### config.mk
export PLATFORM = sky130hd
export DESIGN_NAME = tat_top
export DESIGN_NICKNAME = d
export VERILOG_FILES = /design/src/hdl/tat_pkg.sv /design/src/hdl/tat_prescale.sv /design/src/hdl/tat_top.sv
export SDC_FILE = /design/constraint.sdc
export NUM_CORES = 1
export LEC_CHECK = 0
export ABC_AREA = 0
export BUFFER_PORTS_ARGS = -buffer_cell sky130_fd_sc_hd__clkbuf_2
export CORE_MARGIN = 1
export CORE_UTILIZATION = 64
export DETAILED_ROUTE_END_ITERATION = 10
export HOLD_SLACK_MARGIN = 0.03
export PLACE_DENSITY_LB_ADDON = 0.1
export SKIP_LAST_GASP = 1
export SLEW_MARGIN = 25
export SYNTH_ARGS = -nofsm -noshare
export SYNTH_HDL_FRONTEND = slang
export SYNTH_SLANG_ARGS = --single-unit
### constraint.sdc
create_clock -name clk -period 7.9 [get_ports clk]
set_input_delay 0 -clock clk [delete_from_list [all_inputs] [get_ports clk]]
set_output_delay 0 -clock clk [all_outputs]
set_load 0.1 [all_outputs]
### src/hdl/tat_pkg.sv
// Constants, field layout and types of the type A timer.
// Assumes one 200 MHz clock and a 32-bit APB register slave.
//
// Contract
// - Enable bit runs the timer, clear stops counting
// - Stop-in-idle halts the timer during Idle mode
// - Write-disable ignores counter writes while one pends
// - Write-pending bit reads 1 only in async mode
// - Gate accumulation works only with internal clock
// - Prescale codes divide by 1, 8, 64, 256
// - Aliases at +4/+8/+c clear, set, invert bits; status writes at any alias clear bits
// - Unimplemented bits read zero, writes ignored
package tat_pkg;

	// ---------------------------------------------------------------
	// Register map
	// ---------------------------------------------------------------
	localparam logic [15:0] TAT_ADDR_CTRL   = 16'h0600;
	localparam logic [15:0] TAT_ADDR_COUNT  = 16'h0610;
	localparam logic [15:0] TAT_ADDR_PERIOD = 16'h0620;
	localparam logic [15:0] TAT_ADDR_STATUS = 16'h0630;
	localparam logic [15:0] TAT_ADDR_MASK   = 16'h0640;

	localparam logic [15:0] TAT_RST_CTRL   = 16'h0000;
	localparam logic [15:0] TAT_RST_COUNT  = 16'h0000;
	localparam logic [15:0] TAT_RST_PERIOD = 16'hffff;
	localparam logic [15:0] TAT_RST_STATUS = 16'h0000;
	localparam logic [15:0] TAT_RST_MASK   = 16'h0000;

	// Writable control bits; the rest stay zero
	localparam logic [15:0] TAT_CTRL_WMASK = 16'hb0b6;
	localparam logic [15:0] TAT_IRQ_WMASK  = 16'h0001;

	// ---------------------------------------------------------------
	// Control field positions
	// ---------------------------------------------------------------
	localparam int TAT_BIT_ON    = 15;
	localparam int TAT_BIT_STOP_IN_IDLE  = 13;
	localparam int TAT_BIT_WDIS  = 12;
	localparam int TAT_BIT_WIP   = 11;
	localparam int TAT_BIT_GATE  = 7;
	localparam int TAT_BIT_PSHI  = 5;
	localparam int TAT_BIT_PSLO  = 4;
	localparam int TAT_BIT_SYNC  = 2;
	localparam int TAT_BIT_CSRC  = 1;
	localparam int TAT_BIT_MATCH = 0;

	// ---------------------------------------------------------------
	// Alias kinds, taken from address bits 3:2
	// ---------------------------------------------------------------
	typedef enum logic [1:0] {
		TAT_AL_WRITE = 2'b00,
		TAT_AL_CLEAR = 2'b01,
		TAT_AL_SET   = 2'b10,
		TAT_AL_INV   = 2'b11
	} tat_alias_e;

	// Prescaler terminal counts, one less than the divide ratio
	localparam logic [7:0] TAT_PS_TERM1   = 8'h00;
	localparam logic [7:0] TAT_PS_TERM8   = 8'h07;
	localparam logic [7:0] TAT_PS_TERM64  = 8'h3f;
	localparam logic [7:0] TAT_PS_TERM256 = 8'hff;

	typedef struct packed {
		logic       on;
		logic       stop_in_idle;
		logic       async_write_disable;
		logic       gate_accumulate_enable;
		logic [1:0] prescale_select;
		logic       external_clock_sync;
		logic       clock_source_select;
	} tat_ctrl_s;

	function automatic logic [15:0] tat_alias(input logic [15:0] old, input logic [15:0] wd,
		input tat_alias_e kind);
		case (kind)
			TAT_AL_CLEAR: tat_alias = old & ~wd;
			TAT_AL_SET:   tat_alias = old | wd;
			TAT_AL_INV:   tat_alias = old ^ wd;
			default:      tat_alias = wd;
		endcase
	endfunction

endpackage

### src/hdl/tat_prescale.sv
// Input clock prescaler of the type A timer.
// Assumes in_tick and clear come from logic on the same clock.
`timescale 1ns/1ps
`default_nettype none
module tat_prescale (
	// Clock and reset
	input  wire logic       clk,
	input  wire logic       rst_n,
	// Control
	input  wire logic       clear,
	input  wire logic [1:0] sel,
	// Ticks
	input  wire logic       in_tick,
	output logic            out_tick
);
	logic [7:0] cnt_ff;
	logic [7:0] nxt_cnt;
	logic [7:0] term;

	// ---------------------------------------------------------------
	// Divider
	// ---------------------------------------------------------------
	always_comb begin
		case (sel)
			2'b01:   term = tat_pkg::TAT_PS_TERM8;
			2'b10:   term = tat_pkg::TAT_PS_TERM64;
			2'b11:   term = tat_pkg::TAT_PS_TERM256;
			default: term = tat_pkg::TAT_PS_TERM1;
		endcase
		out_tick = in_tick && (cnt_ff >= term);
		nxt_cnt  = cnt_ff;
		if (clear) begin
			nxt_cnt = 8'h00;
		end else if (out_tick) begin
			nxt_cnt = 8'h00;
		end else if (in_tick) begin
			nxt_cnt = cnt_ff + 8'h01;
		end
	end

	always_ff @(posedge clk or negedge rst_n) begin
		if (!rst_n) begin
			cnt_ff <= 8'h00;
		end else begin
			cnt_ff <= nxt_cnt;
		end
	end

	a_ps_clear_hold: assert property (@(posedge clk) disable iff (!rst_n)
		clear |=> (cnt_ff == 8'h00))
		else $error("prescaler not held cleared");

	a_ps_ratio: assert property (@(posedge clk) disable iff (!rst_n)
		out_tick |-> (in_tick && cnt_ff == term))
		else $error("prescaler ticked at wrong count");

endmodule // tat_prescale
`default_nettype wire

### src/hdl/tat_top.sv
// Type A timer with its APB register slave and interrupt.
// Assumes an APB master on clk; gate and external clock are raw pins.
//
// Implementation choice: register access over APB.
`timescale 1ns/1ps
`default_nettype none
module tat_top (
	// Clock and reset
	input  wire logic        clk,
	input  wire logic        arst_n,
	// APB slave
	input  wire logic        psel,
	input  wire logic        penable,
	input  wire logic        pwrite,
	input  wire logic [15:0] paddr,
	input  wire logic [31:0] pwdata,
	output logic             pready,
	output logic [31:0]      prdata,
	output logic             pslverr,
	// Device state and pins
	input  wire logic        idle_mode,
	input  wire logic        gate_pin,
	input  wire logic        ext_clk_pin,
	// Interrupt
	output logic             irq
);
	// ---------------------------------------------------------------
	// Reset release
	// ---------------------------------------------------------------
	logic rst_s1_ff;
	logic rst_n_ff;

	always_ff @(posedge clk or negedge arst_n) begin
		if (!arst_n) begin
			rst_s1_ff <= 1'b0;
			rst_n_ff  <= 1'b0;
		end else begin
			rst_s1_ff <= 1'b1;
			rst_n_ff  <= rst_s1_ff;
		end
	end

	// ---------------------------------------------------------------
	// Pin synchronisers
	// ---------------------------------------------------------------
	logic [1:0] pin_s1_ff;
	logic [1:0] pin_s2_ff;
	logic       ext_prev_ff;
	logic       ext_rise;
	logic       gate_lvl;

	always_ff @(posedge clk or negedge rst_n_ff) begin
		if (!rst_n_ff) begin
			pin_s1_ff   <= 2'b00;
			pin_s2_ff   <= 2'b00;
			ext_prev_ff <= 1'b0;
		end else begin
			pin_s1_ff   <= {ext_clk_pin, gate_pin};
			pin_s2_ff   <= pin_s1_ff;
			ext_prev_ff <= pin_s2_ff[1];
		end
	end

	assign ext_rise = pin_s2_ff[1] && !ext_prev_ff;
	assign gate_lvl = pin_s2_ff[0];

	// ---------------------------------------------------------------
	// Register state
	// ---------------------------------------------------------------
	logic [15:0]       ctrl_ff;
	logic [15:0]       cnt_ff;
	logic [15:0]       per_ff;
	logic [15:0]       stat_ff;
	logic [15:0]       mask_ff;
	logic              pend_ff;
	logic [15:0]       pend_val_ff;
	logic [31:0]       prdata_ff;
	logic              pslverr_ff;
	logic [15:0]       nxt_ctrl;
	logic [15:0]       nxt_cnt;
	logic [15:0]       nxt_per;
	logic [15:0]       nxt_stat;
	logic [15:0]       nxt_mask;
	logic              nxt_pend;
	logic [15:0]       nxt_pend_val;
	logic [31:0]       nxt_prdata;
	logic              nxt_pslverr;
	tat_pkg::tat_ctrl_s ctrl;

	assign ctrl.on                     = ctrl_ff[tat_pkg::TAT_BIT_ON];
	assign ctrl.stop_in_idle           = ctrl_ff[tat_pkg::TAT_BIT_STOP_IN_IDLE];
	assign ctrl.async_write_disable    = ctrl_ff[tat_pkg::TAT_BIT_WDIS];
	assign ctrl.gate_accumulate_enable = ctrl_ff[tat_pkg::TAT_BIT_GATE];
	assign ctrl.prescale_select        = ctrl_ff[tat_pkg::TAT_BIT_PSHI:tat_pkg::TAT_BIT_PSLO];
	assign ctrl.external_clock_sync    = ctrl_ff[tat_pkg::TAT_BIT_SYNC];
	assign ctrl.clock_source_select    = ctrl_ff[tat_pkg::TAT_BIT_CSRC];

	// ---------------------------------------------------------------
	// Count source, gating and prescale
	// ---------------------------------------------------------------
	logic async_mode;
	logic run_en;
	logic pre_in;
	logic count_tick;
	logic wip_rd;

	// Async mode: external clock counted, count writes held until its next rising edge
	assign async_mode = ctrl.clock_source_select && !ctrl.external_clock_sync;
	assign run_en     = ctrl.on && !(ctrl.stop_in_idle && idle_mode);
	assign wip_rd     = pend_ff && async_mode;

	always_comb begin
		if (ctrl.clock_source_select) begin
			pre_in = ext_rise;
		end else if (ctrl.gate_accumulate_enable) begin
			pre_in = gate_lvl;
		end else begin
			pre_in = 1'b1;
		end
	end

	tat_prescale u_prescale (
		.clk      (clk),
		.rst_n    (rst_n_ff),
		.clear    (!run_en),
		.sel      (ctrl.prescale_select),
		.in_tick  (pre_in && run_en),
		.out_tick (count_tick)
	);

	// ---------------------------------------------------------------
	// APB decode
	// ---------------------------------------------------------------
	logic                 acc;
	logic                 wr;
	logic                 hit;
	logic [15:0]          base;
	logic [15:0]          wd;
	tat_pkg::tat_alias_e  kind;
	logic                 cnt_wr;
	logic                 cnt_take;
	logic                 apply;

	assign base   = {paddr[15:4], 4'h0};
	assign kind   = tat_pkg::tat_alias_e'(paddr[3:2]);
	assign wd     = pwdata[15:0];
	assign hit    = (paddr[1:0] == 2'b00) && ((base == tat_pkg::TAT_ADDR_CTRL)
		|| (base == tat_pkg::TAT_ADDR_COUNT) || (base == tat_pkg::TAT_ADDR_PERIOD)
		|| (base == tat_pkg::TAT_ADDR_STATUS) || (base == tat_pkg::TAT_ADDR_MASK));
	assign acc    = psel && penable;
	assign wr     = acc && pwrite && hit;
	assign cnt_wr = wr && (base == tat_pkg::TAT_ADDR_COUNT);
	// A write that would overwrite a pending one is dropped when protected
	assign cnt_take = cnt_wr && !(async_mode && pend_ff && ctrl.async_write_disable
		&& !ext_rise);
	assign apply  = pend_ff && ext_rise;

	assign pready  = 1'b1;
	assign prdata  = prdata_ff;
	assign pslverr = pslverr_ff;

	// ---------------------------------------------------------------
	// Next register values
	// ---------------------------------------------------------------
	always_comb begin
		nxt_ctrl     = ctrl_ff;
		nxt_cnt      = cnt_ff;
		nxt_per      = per_ff;
		nxt_stat     = stat_ff;
		nxt_mask     = mask_ff;
		nxt_pend     = pend_ff;
		nxt_pend_val = pend_val_ff;
		nxt_prdata   = prdata_ff;
		nxt_pslverr  = 1'b0;

		// Counting, then a due pending write, then a bus write
		if (count_tick) begin
			if (cnt_ff == per_ff) begin
				nxt_cnt = 16'h0000;
				nxt_stat[tat_pkg::TAT_BIT_MATCH] = 1'b1;
			end else begin
				nxt_cnt = cnt_ff + 16'h0001;
			end
		end
		if (apply) begin
			nxt_cnt  = pend_val_ff;
			nxt_pend = 1'b0;
		end
		if (!async_mode) begin
			nxt_pend = 1'b0;
		end

		if (wr) begin
			case (base)
				tat_pkg::TAT_ADDR_CTRL: begin
					nxt_ctrl = tat_pkg::tat_alias(ctrl_ff, wd, kind)
						& tat_pkg::TAT_CTRL_WMASK;
				end
				tat_pkg::TAT_ADDR_COUNT: begin
					if (cnt_take && async_mode) begin
						nxt_pend     = 1'b1;
						nxt_pend_val = tat_pkg::tat_alias(cnt_ff, wd, kind);
					end else if (cnt_take) begin
						nxt_cnt = tat_pkg::tat_alias(cnt_ff, wd, kind);
					end
				end
				tat_pkg::TAT_ADDR_PERIOD: begin
					nxt_per = tat_pkg::tat_alias(per_ff, wd, kind);
				end
				tat_pkg::TAT_ADDR_STATUS: begin
					// Write one to clear; a match in the same cycle wins
					nxt_stat = (stat_ff & ~(wd & tat_pkg::TAT_IRQ_WMASK))
						| {15'h0000, count_tick && (cnt_ff == per_ff)};
				end
				tat_pkg::TAT_ADDR_MASK: begin
					nxt_mask = tat_pkg::tat_alias(mask_ff, wd, kind)
						& tat_pkg::TAT_IRQ_WMASK;
				end
				default: begin
					nxt_mask = mask_ff;
				end
			endcase
		end

		// Read data is fetched in the setup phase; upper half always zero
		if (psel && !penable) begin
			nxt_prdata = 32'h00000000;
			case (base)
				tat_pkg::TAT_ADDR_CTRL:   nxt_prdata[15:0] = ctrl_ff
					| ({15'h0000, wip_rd} << tat_pkg::TAT_BIT_WIP);
				tat_pkg::TAT_ADDR_COUNT:  nxt_prdata[15:0] = cnt_ff;
				tat_pkg::TAT_ADDR_PERIOD: nxt_prdata[15:0] = per_ff;
				tat_pkg::TAT_ADDR_STATUS: nxt_prdata[15:0] = stat_ff;
				tat_pkg::TAT_ADDR_MASK:   nxt_prdata[15:0] = mask_ff;
				default:                  nxt_prdata[15:0] = 16'h0000;
			endcase
			if (!hit) begin
				nxt_prdata = 32'h00000000;
			end
			nxt_pslverr = !hit;
		end else if (acc) begin
			nxt_pslverr = pslverr_ff;
		end
	end

	always_ff @(posedge clk or negedge rst_n_ff) begin
		if (!rst_n_ff) begin
			ctrl_ff     <= tat_pkg::TAT_RST_CTRL;
			cnt_ff      <= tat_pkg::TAT_RST_COUNT;
			per_ff      <= tat_pkg::TAT_RST_PERIOD;
			stat_ff     <= tat_pkg::TAT_RST_STATUS;
			mask_ff     <= tat_pkg::TAT_RST_MASK;
			pend_ff     <= 1'b0;
			pend_val_ff <= tat_pkg::TAT_RST_COUNT;
			prdata_ff   <= 32'h00000000;
			pslverr_ff  <= 1'b0;
		end else begin
			ctrl_ff     <= nxt_ctrl;
			cnt_ff      <= nxt_cnt;
			per_ff      <= nxt_per;
			stat_ff     <= nxt_stat;
			mask_ff     <= nxt_mask;
			pend_ff     <= nxt_pend;
			pend_val_ff <= nxt_pend_val;
			prdata_ff   <= nxt_prdata;
			pslverr_ff  <= nxt_pslverr;
		end
	end

	// ---------------------------------------------------------------
	// Interrupt
	// ---------------------------------------------------------------
	assign irq = |(stat_ff & mask_ff);

	// ---------------------------------------------------------------
	// Checks
	// ---------------------------------------------------------------
	a_off_no_count: assert property (@(posedge clk) disable iff (!rst_n_ff)
		(!ctrl.on && !wr && !apply) |=> (cnt_ff == $past(cnt_ff)))
		else $error("counter moved while disabled");

	a_idle_halt: assert property (@(posedge clk) disable iff (!rst_n_ff)
		(ctrl.stop_in_idle && idle_mode) |-> !count_tick)
		else $error("counted during idle with stop-in-idle set");

	a_wip_ignore: assert property (@(posedge clk) disable iff (!rst_n_ff)
		(cnt_wr && async_mode && pend_ff && ctrl.async_write_disable && !ext_rise)
		|=> (pend_val_ff == $past(pend_val_ff)))
		else $error("protected pending write was overwritten");

	a_wip_sync_zero: assert property (@(posedge clk) disable iff (!rst_n_ff)
		(!async_mode) |=> !pend_ff)
		else $error("write pending shown outside async mode");

	a_gate_ignored: assert property (@(posedge clk) disable iff (!rst_n_ff)
		(ctrl.clock_source_select && !ext_rise) |-> !count_tick)
		else $error("gate affected external clock counting");

	a_alias_set: assert property (@(posedge clk) disable iff (!rst_n_ff)
		(wr && base == tat_pkg::TAT_ADDR_PERIOD && kind == tat_pkg::TAT_AL_SET)
		|=> (per_ff == ($past(per_ff) | $past(wd))))
		else $error("set alias did not or the period");

	a_upper_zero: assert property (@(posedge clk) disable iff (!rst_n_ff)
		acc |-> (prdata[31:16] == 16'h0000 && ctrl_ff[14] == 1'b0))
		else $error("unimplemented bits not zero");

	a_wrap_flag: assert property (@(posedge clk) disable iff (!rst_n_ff)
		(count_tick && cnt_ff == per_ff && !wr && !apply)
		|=> (cnt_ff == 16'h0000 && stat_ff[tat_pkg::TAT_BIT_MATCH]))
		else $error("no wrap or match flag at period");

endmodule // tat_top
`default_nettype wire

After elaboration in Yosys (flattened, before gate mapping)
Index checks and enable logic that the tools add are counted.
Storage, ports and cells
  ROM bits: 0
  word-level logic and storage cells: 118
  memories: 0
  bits in latches: 0
  RAM bits: 0
  bits in registers: 122
Operators by class
  magnitude comparators: 1
  bitwise logic cells: 18
  muxes and demuxes: 30
  reduce and logical (&&, ||, !) cells: 37
  divide/modulo/power cells: 0
  add/sub/neg operators: 2
  eq/ne operators: 14
  shift operators: 0
  multipliers: 0
Operator list (number)
  case mux 16 bit (3 select lines): 3
  2-to-1 mux 16 bit: 8
  case mux 16 bit (5 select lines): 1
  AND 16 bit: 4
  equality test 12 x 7 -> 1 bit (second input constant): 5
  bitwise OR 16 bit: 3
  XOR 16 bit: 3
  2-to-1 mux 8 bit: 3
  case mux 8 bit (3 select lines): 1
  logical AND 1 bit: 19
  adder 16 x 1 -> 16 bit (second input constant): 1
  AND 16 x 1 -> 16 bit: 1
  equality test 16 bit: 1
  NOT 1 -> 16 bit: 1
  NOT 16 bit: 1
  bitwise OR 16 x 1 -> 16 bit: 1
  bitwise OR 16 x 12 -> 16 bit: 1
  OR reduction 16 bit: 1
  2-to-1 mux 1 bit: 13
  adder 8 x 1 -> 8 bit (second input constant): 1
  equality test 2 bit (second input constant): 4
  greater-or-equal comparator 8 bit: 1
  AND reduction 2 bit: 4
  logical NOT 1 bit: 7
  other kinds (10): 14

Longest topological paths before layout
  depth in word-level cells: 13
  mapped depth: 12
  mapped depth without buffers: 11

Cells and area by module
From an unflattened synthesis, not the netlist that was laid out.
Unflattened totals
  cell total of the unflattened synthesis: 741
  area, all modules: 7250.7 um^2
By module, submodules not included
  tat_top: times used 1, area each 6613.8 um^2, seq. area each 2097.0 um^2, cells each 671
  tat_prescale: times used 1, area each 636.9 um^2, seq. area each 200.2 um^2, cells each 70

Worst setup path after synthesis
OpenSTA, ideal clock, no wires.
  kind: reg2reg
  start point: register ctrl_ff[5]
  end point: register u_prescale.cnt_ff[5]
  cell stages (with the launch flop): 12
  arrival: 2.339 ns
  clock period less this slack: 2.415 ns
  library setup time: 0.076 ns
  path slack: 5.485 ns
  path through: dfrtp_1 -> inv_1 -> nand2_1 -> ha_1 -> nand2b_1 -> a2111o_1 -> and2_1 -> or3b_1 -> buf_2 -> o21ai_0 -> nand2_1 -> o21ai_1
Between the ends
  cells in the longest elaborated chain, start to end: 6
  elaborated cells between the ends (all ways): 9
Ends and longest elaborated chain
  from (decl): RTL line tat_top.sv:70  | logic [15:0] ctrl_ff;
  from (signal assigned): RTL line tat_top.sv:248  | ctrl_ff <= tat_pkg::TAT_RST_CTRL;
  from (signal assigned): RTL line tat_top.sv:258  | ctrl_ff <= nxt_ctrl;
  equality test 2 bit or equality test 2 x 1 -> 1 bit (tied branches): RTL line tat_prescale.sv:24  | case (sel)
  case mux 8 bit (3 select lines) (*): RTL line tat_prescale.sv:24
  greater-or-equal comparator 8 bit (*): RTL line tat_prescale.sv:30  | out_tick = in_tick && (cnt_ff >= term);
  logical AND 1 bit (*): RTL line tat_prescale.sv:30
  2-to-1 mux 8 bit: RTL line tat_prescale.sv:34  | end else if (out_tick) begin
  2-to-1 mux 8 bit: RTL line tat_prescale.sv:32  | if (clear) begin
  to (signal assigned): RTL line tat_prescale.sv:45  | cnt_ff <= nxt_cnt;
  to (decl): RTL line tat_prescale.sv:16  | logic [7:0] cnt_ff;
Mark *: on every way between the ends. The rest lies on a longest branch, timed or not.
A chain may end at the register's enable or synchronous reset.

Worst setup path in the final report
  start point: input paddr[6]
  end point: register cnt_ff[15]
Between the ends
  cells in the longest elaborated chain, start to end: 13
  elaborated cells between the ends (all ways): 18
Ends and longest elaborated chain
  from (decl): RTL line tat_top.sv:15  | input wire logic [15:0] paddr,
  equality test 12 x 7 -> 1 bit, on equally long branches
  logical OR 1 bit (2 in series): RTL line tat_top.sv:148  | || (base == tat_pkg::TAT_ADDR_COUNT) || (base == tat_pkg::TAT_ADDR_PERIOD)
  logical OR 1 bit (2 in series): RTL line tat_top.sv:149  | || (base == tat_pkg::TAT_ADDR_STATUS) || (base == tat_pkg::TAT_ADDR_MASK));
  logical AND 1 bit: RTL line tat_top.sv:147  | assign hit = (paddr[1:0] == 2'b00) && ((base == tat_pkg::TAT_ADDR_CTRL)
  logical AND 1 bit: RTL line tat_top.sv:151  | assign wr = acc && pwrite && hit;
  logical AND 1 bit: RTL line tat_top.sv:152  | assign cnt_wr = wr && (base == tat_pkg::TAT_ADDR_COUNT);
  logical AND 1 bit: RTL line tat_top.sv:154  | assign cnt_take = cnt_wr && !(async_mode && pend_ff && ctrl.async_write_disable
  2-to-1 mux 16 bit or logical AND 1 bit (tied branches): RTL line tat_top.sv:203, tat_top.sv:200
  2-to-1 mux 16 bit: RTL line tat_top.sv:200  | if (cnt_take && async_mode) begin
  2-to-1 mux 16 bit: RTL line tat_top.sv:194  | case (base)
  2-to-1 mux 16 bit (*): RTL line tat_top.sv:193  | if (wr) begin
  net nxt_cnt[15]: RTL line tat_top.sv:80  | logic [15:0] nxt_cnt;
  to (signal assigned): RTL line tat_top.sv:249  | cnt_ff <= tat_pkg::TAT_RST_COUNT;
  to (signal assigned): RTL line tat_top.sv:259  | cnt_ff <= nxt_cnt;
  to (decl): RTL line tat_top.sv:71  | logic [15:0] cnt_ff;
Mark *: on every way through the listed nets, which the timed path passes. The rest lies on a longest branch.

==> impl_results.md <==
* Finished Layout Cells at ~1000
* Nets@finish at 1047
* Synth top cells by count: a21oi_1, ha_1, nor2_1
* H-tree depth at 3
* Vias at around 6400
* Postcts setup bufs at 0
* Outcome: finished clean
* Die height at ~110 um
* Hold-fix buffers, CTS at 9
* Clk_lat worst skew at around 0.39 ns
* Reg2Reg Setup Slack at around 5 ns
* Worst Path Required at 8.17 ns
* Peak VDD IR at roughly 0.00012 V
* TritonRoute pass-1 iters at 6
* Final Critical Period at about 3.0 ns
* DRT iter0 DRCs at 667
* Placed instance count at slightly above 1000
* Most common cell in the synthesized netlist: a21oi_1
* Hold Path Sink: mask_ff[0]
* Fmax achieved at around 330 MHz
* Synthesized cell area at between 7000 and 8000 sq um
* Synthesized flop and latch total at a little over 90
* Cell taking the most area after synthesis: dfrtp_1
* LEAKAGE at between 0.003 and 0.004 uW
* Switch share at 30.5%
* Critical-path top delay cell: nand3b_1
* GP Congestion at between 0.8 and 0.9
* Synth Flop Type: dfrtp_1
* CORE AREA at 10800 sq um
* Clock slew at reported path FFs at ~0.10 ns
* Fin Setup TNS at 0 ns
* RSZ-0062 raised after global routing: false
* First-pass GRT wire length at ~30 mm
* Worst hold slack at 0.0538 ns
* Min-delay worst type: input port to flop
* Post-cts resize count at 0
* Sequential fraction of the synthesis area at roughly 32%
* Area share of the largest cell type after synthesis at a little over a quarter
* Post-synth EDFFs at 0
* Max Slew Vio Count at 0
* Int Power at a little under 700 uW
* Number of clock sinks at just over 90
* Cell area power density at 130 nW/um^2
* DP HPWL at 12.5 mm
* CP Capture Type: flop
* Num CTS Buffers at 9
* Crit share post-route at 38.4%
* Final Setup Violations at 0
* Worst R2R Start: ctrl_ff[5]
* Syn-to-layout area delta at 7.73%
* Place WS at 4.74 ns
* Worst Hold Launch: paddr[4]
* Worst Tran Pin Value at just over 1 ns
* # rows at 38
* Largest cells by area after synthesis: dfrtp_1, ha_1, a21oi_1, dfstp_2, o21ai_0
* Worst R2R Path Depth at 10
* Total track usage at 33.6%
* Largest net degree at the start of global routing at between 80 and 90
* Vias in the first global route at 6254
* Die W at 107 um
* DRC at 0
* Die Area at approximately 11000 sq um
* Overflow after GRT at 0
* Setup WS post-layout at between 4 and 5 ns
* Starting Density at 65.5%
* CTS tree: built
* IO Pins at 91
* Total power at around 990 uW
* Initial antenna violation count at 0
* Post-synthesis cell count at between 800 and 900
* Mean Syn Cell Area at around 8 sq um
* WS Path Type: input port to flop
* Diodes inserted at 0
* Routed Antenna Nets at 0
* Switching power at ~300 uW
* Ys async rst share at 100%
* Worst reg2reg endpoint: cnt_ff[0]
* Crit path largest cell delay at 0.87 ns
* Via density at 6.15
* Clk buf depth at 2
* YS warnings at 0
* Comb pwr share at about 15%
* Crit path cell chain: dlygate4sd3_1 > clkbuf_2 > nor2_1 > nand3_2 > nor3b_4 > nand3b_1 > a31oi_1 > o21ai_0
* Max_slew headroom at a little under a third
* Crit Path Max Fanout at 23
* Total wire length at around 18 mm
* Setup Skew at ~0.018 ns
* Share of layout cells above drive strength 1 at 12.5%
* Startpoint Class: input port
* Hold path depth at 4
* Port bufs at 57
* Avg WL per Cell at around 17 um
* Seq pwr share at around 48%
* Clk network pwr share at a little under two fifths
* Final Hold Fails at 0
* Max Cap Viol at 0
* Root Driver: clkbuf_8
* Count of cell types in the netlist at between 60 and 70
* CP arrival at 3.30 ns
state kept, by name, summed over array words and instances, names as in the netlist:
register	flops
ctrl_ff	8
u_prescale.cnt_ff	8
per_ff	16
pin_s1_ff	2
pend_val_ff	16
rst_n_ff	1
ext_prev_ff	1
mask_ff	1
rst_s1_ff	1
pend_ff	1
cnt_ff	16
pslverr	1
prdata	16
stat_ff	1
pin_s2_ff	2
per-stage QoR:
stage               util, %  cell area [sq um]
finish                 70.6               7620
global route           70.6               7620
CTS                    70.6               7610
detailed placement     67.6               7300
global placement       67.6               7300
floorplan                 -               7130
per-layer routing:
| layer | part of all wire (%) | vias up | wire length [um] | track usage (%) |
|---|---|---|---|---|
| met5 | 0 | - | 0 | 0 |
| met1 | 42 | 3054 | 7610 | 42.8 |
| met2 | 48 | 254 | 8780 | 57.1 |
| met3 | 6.2 | 53 | 1120 | 4.01 |
| met4 | 3.4 | 0 | 624 | 15.5 |
| li1 | - | 3058 | - | - |
placed cells by master (no fill, tap or decap), drive strengths merged, types with 3 or more instances in the layout:
cell,instances
nand3b,3
ha,92
a211oi,26
clkinvlp,3
o21ai,89
dfstp,16
a22oi,6
nor4,4
nor2b,6
and3,5
a221o,4
nand2,73
conb,18
nand2b,8
nand3,17
dlygate4sd3,9
a222oi,8
clkbuf,65
buf,6
nor2,92
o211ai,4
dfrtp,75
nor3,7
nor3b,4
mux2,3
a21oi,119
nand4,10
a31oi,10
and2,3
inv,68
a221oi,3
xnor2,20
worst max-delay path: cells and delay by family:
kind                   cells  cell delay, ns
AOI/OAI and AO/OA          2            0.60
buffers and inverters      2            0.69
and+or+nand+nor            4            2.00
cell type report:
type,count,area [sq um]
clock inverter,7,100
inverter,67,251
clock buffer,9,124
multi-input combinational,659,4250
fill,886,3170
timing repair buffer,71,415
sequential,91,2300
tap,140,175
worst max-delay path by stage:
stage	start	slack, ns	cells after the start	end
after floorplan	rst_n_ff	5.21	0	cnt_ff[0]
after global placement	paddr[13]	4.79	6	pend_val_ff[8]
after detailed placement	paddr[13]	4.74	6	pend_val_ff[8]
after CTS	paddr[6]	4.83	7	pend_val_ff[8]
after global routing	ctrl_ff[5]	4.72	10	cnt_ff[0]
final	paddr[6]	4.87	8	cnt_ff[15]
cells by family after synthesis:
group | Yosys count | share of synthesized area (%)
AOI/OAI and AO/OA | 284 | 23.6
and+or+nand+nor | 240 | 16.0
buffers and inverters | 138 | 8.35
adders and majority gates | 92 | 16.3
DFF | 91 | 32.5
xor gates and xnor gates | 22 | 2.72
muxes | 3 | 0.478
other | 2 | 0.106
power by group through the flow:
stage	Clock [uW]	Combinational [uW]	Sequential, uW
after floorplan	0	115	488
after global placement	0	137	484
after detailed placement	0	145	485
after CTS	371	149	476
after global routing	386	167	477
final	368	150	476
Note: power is estimated with default switching activity, not from simulation.
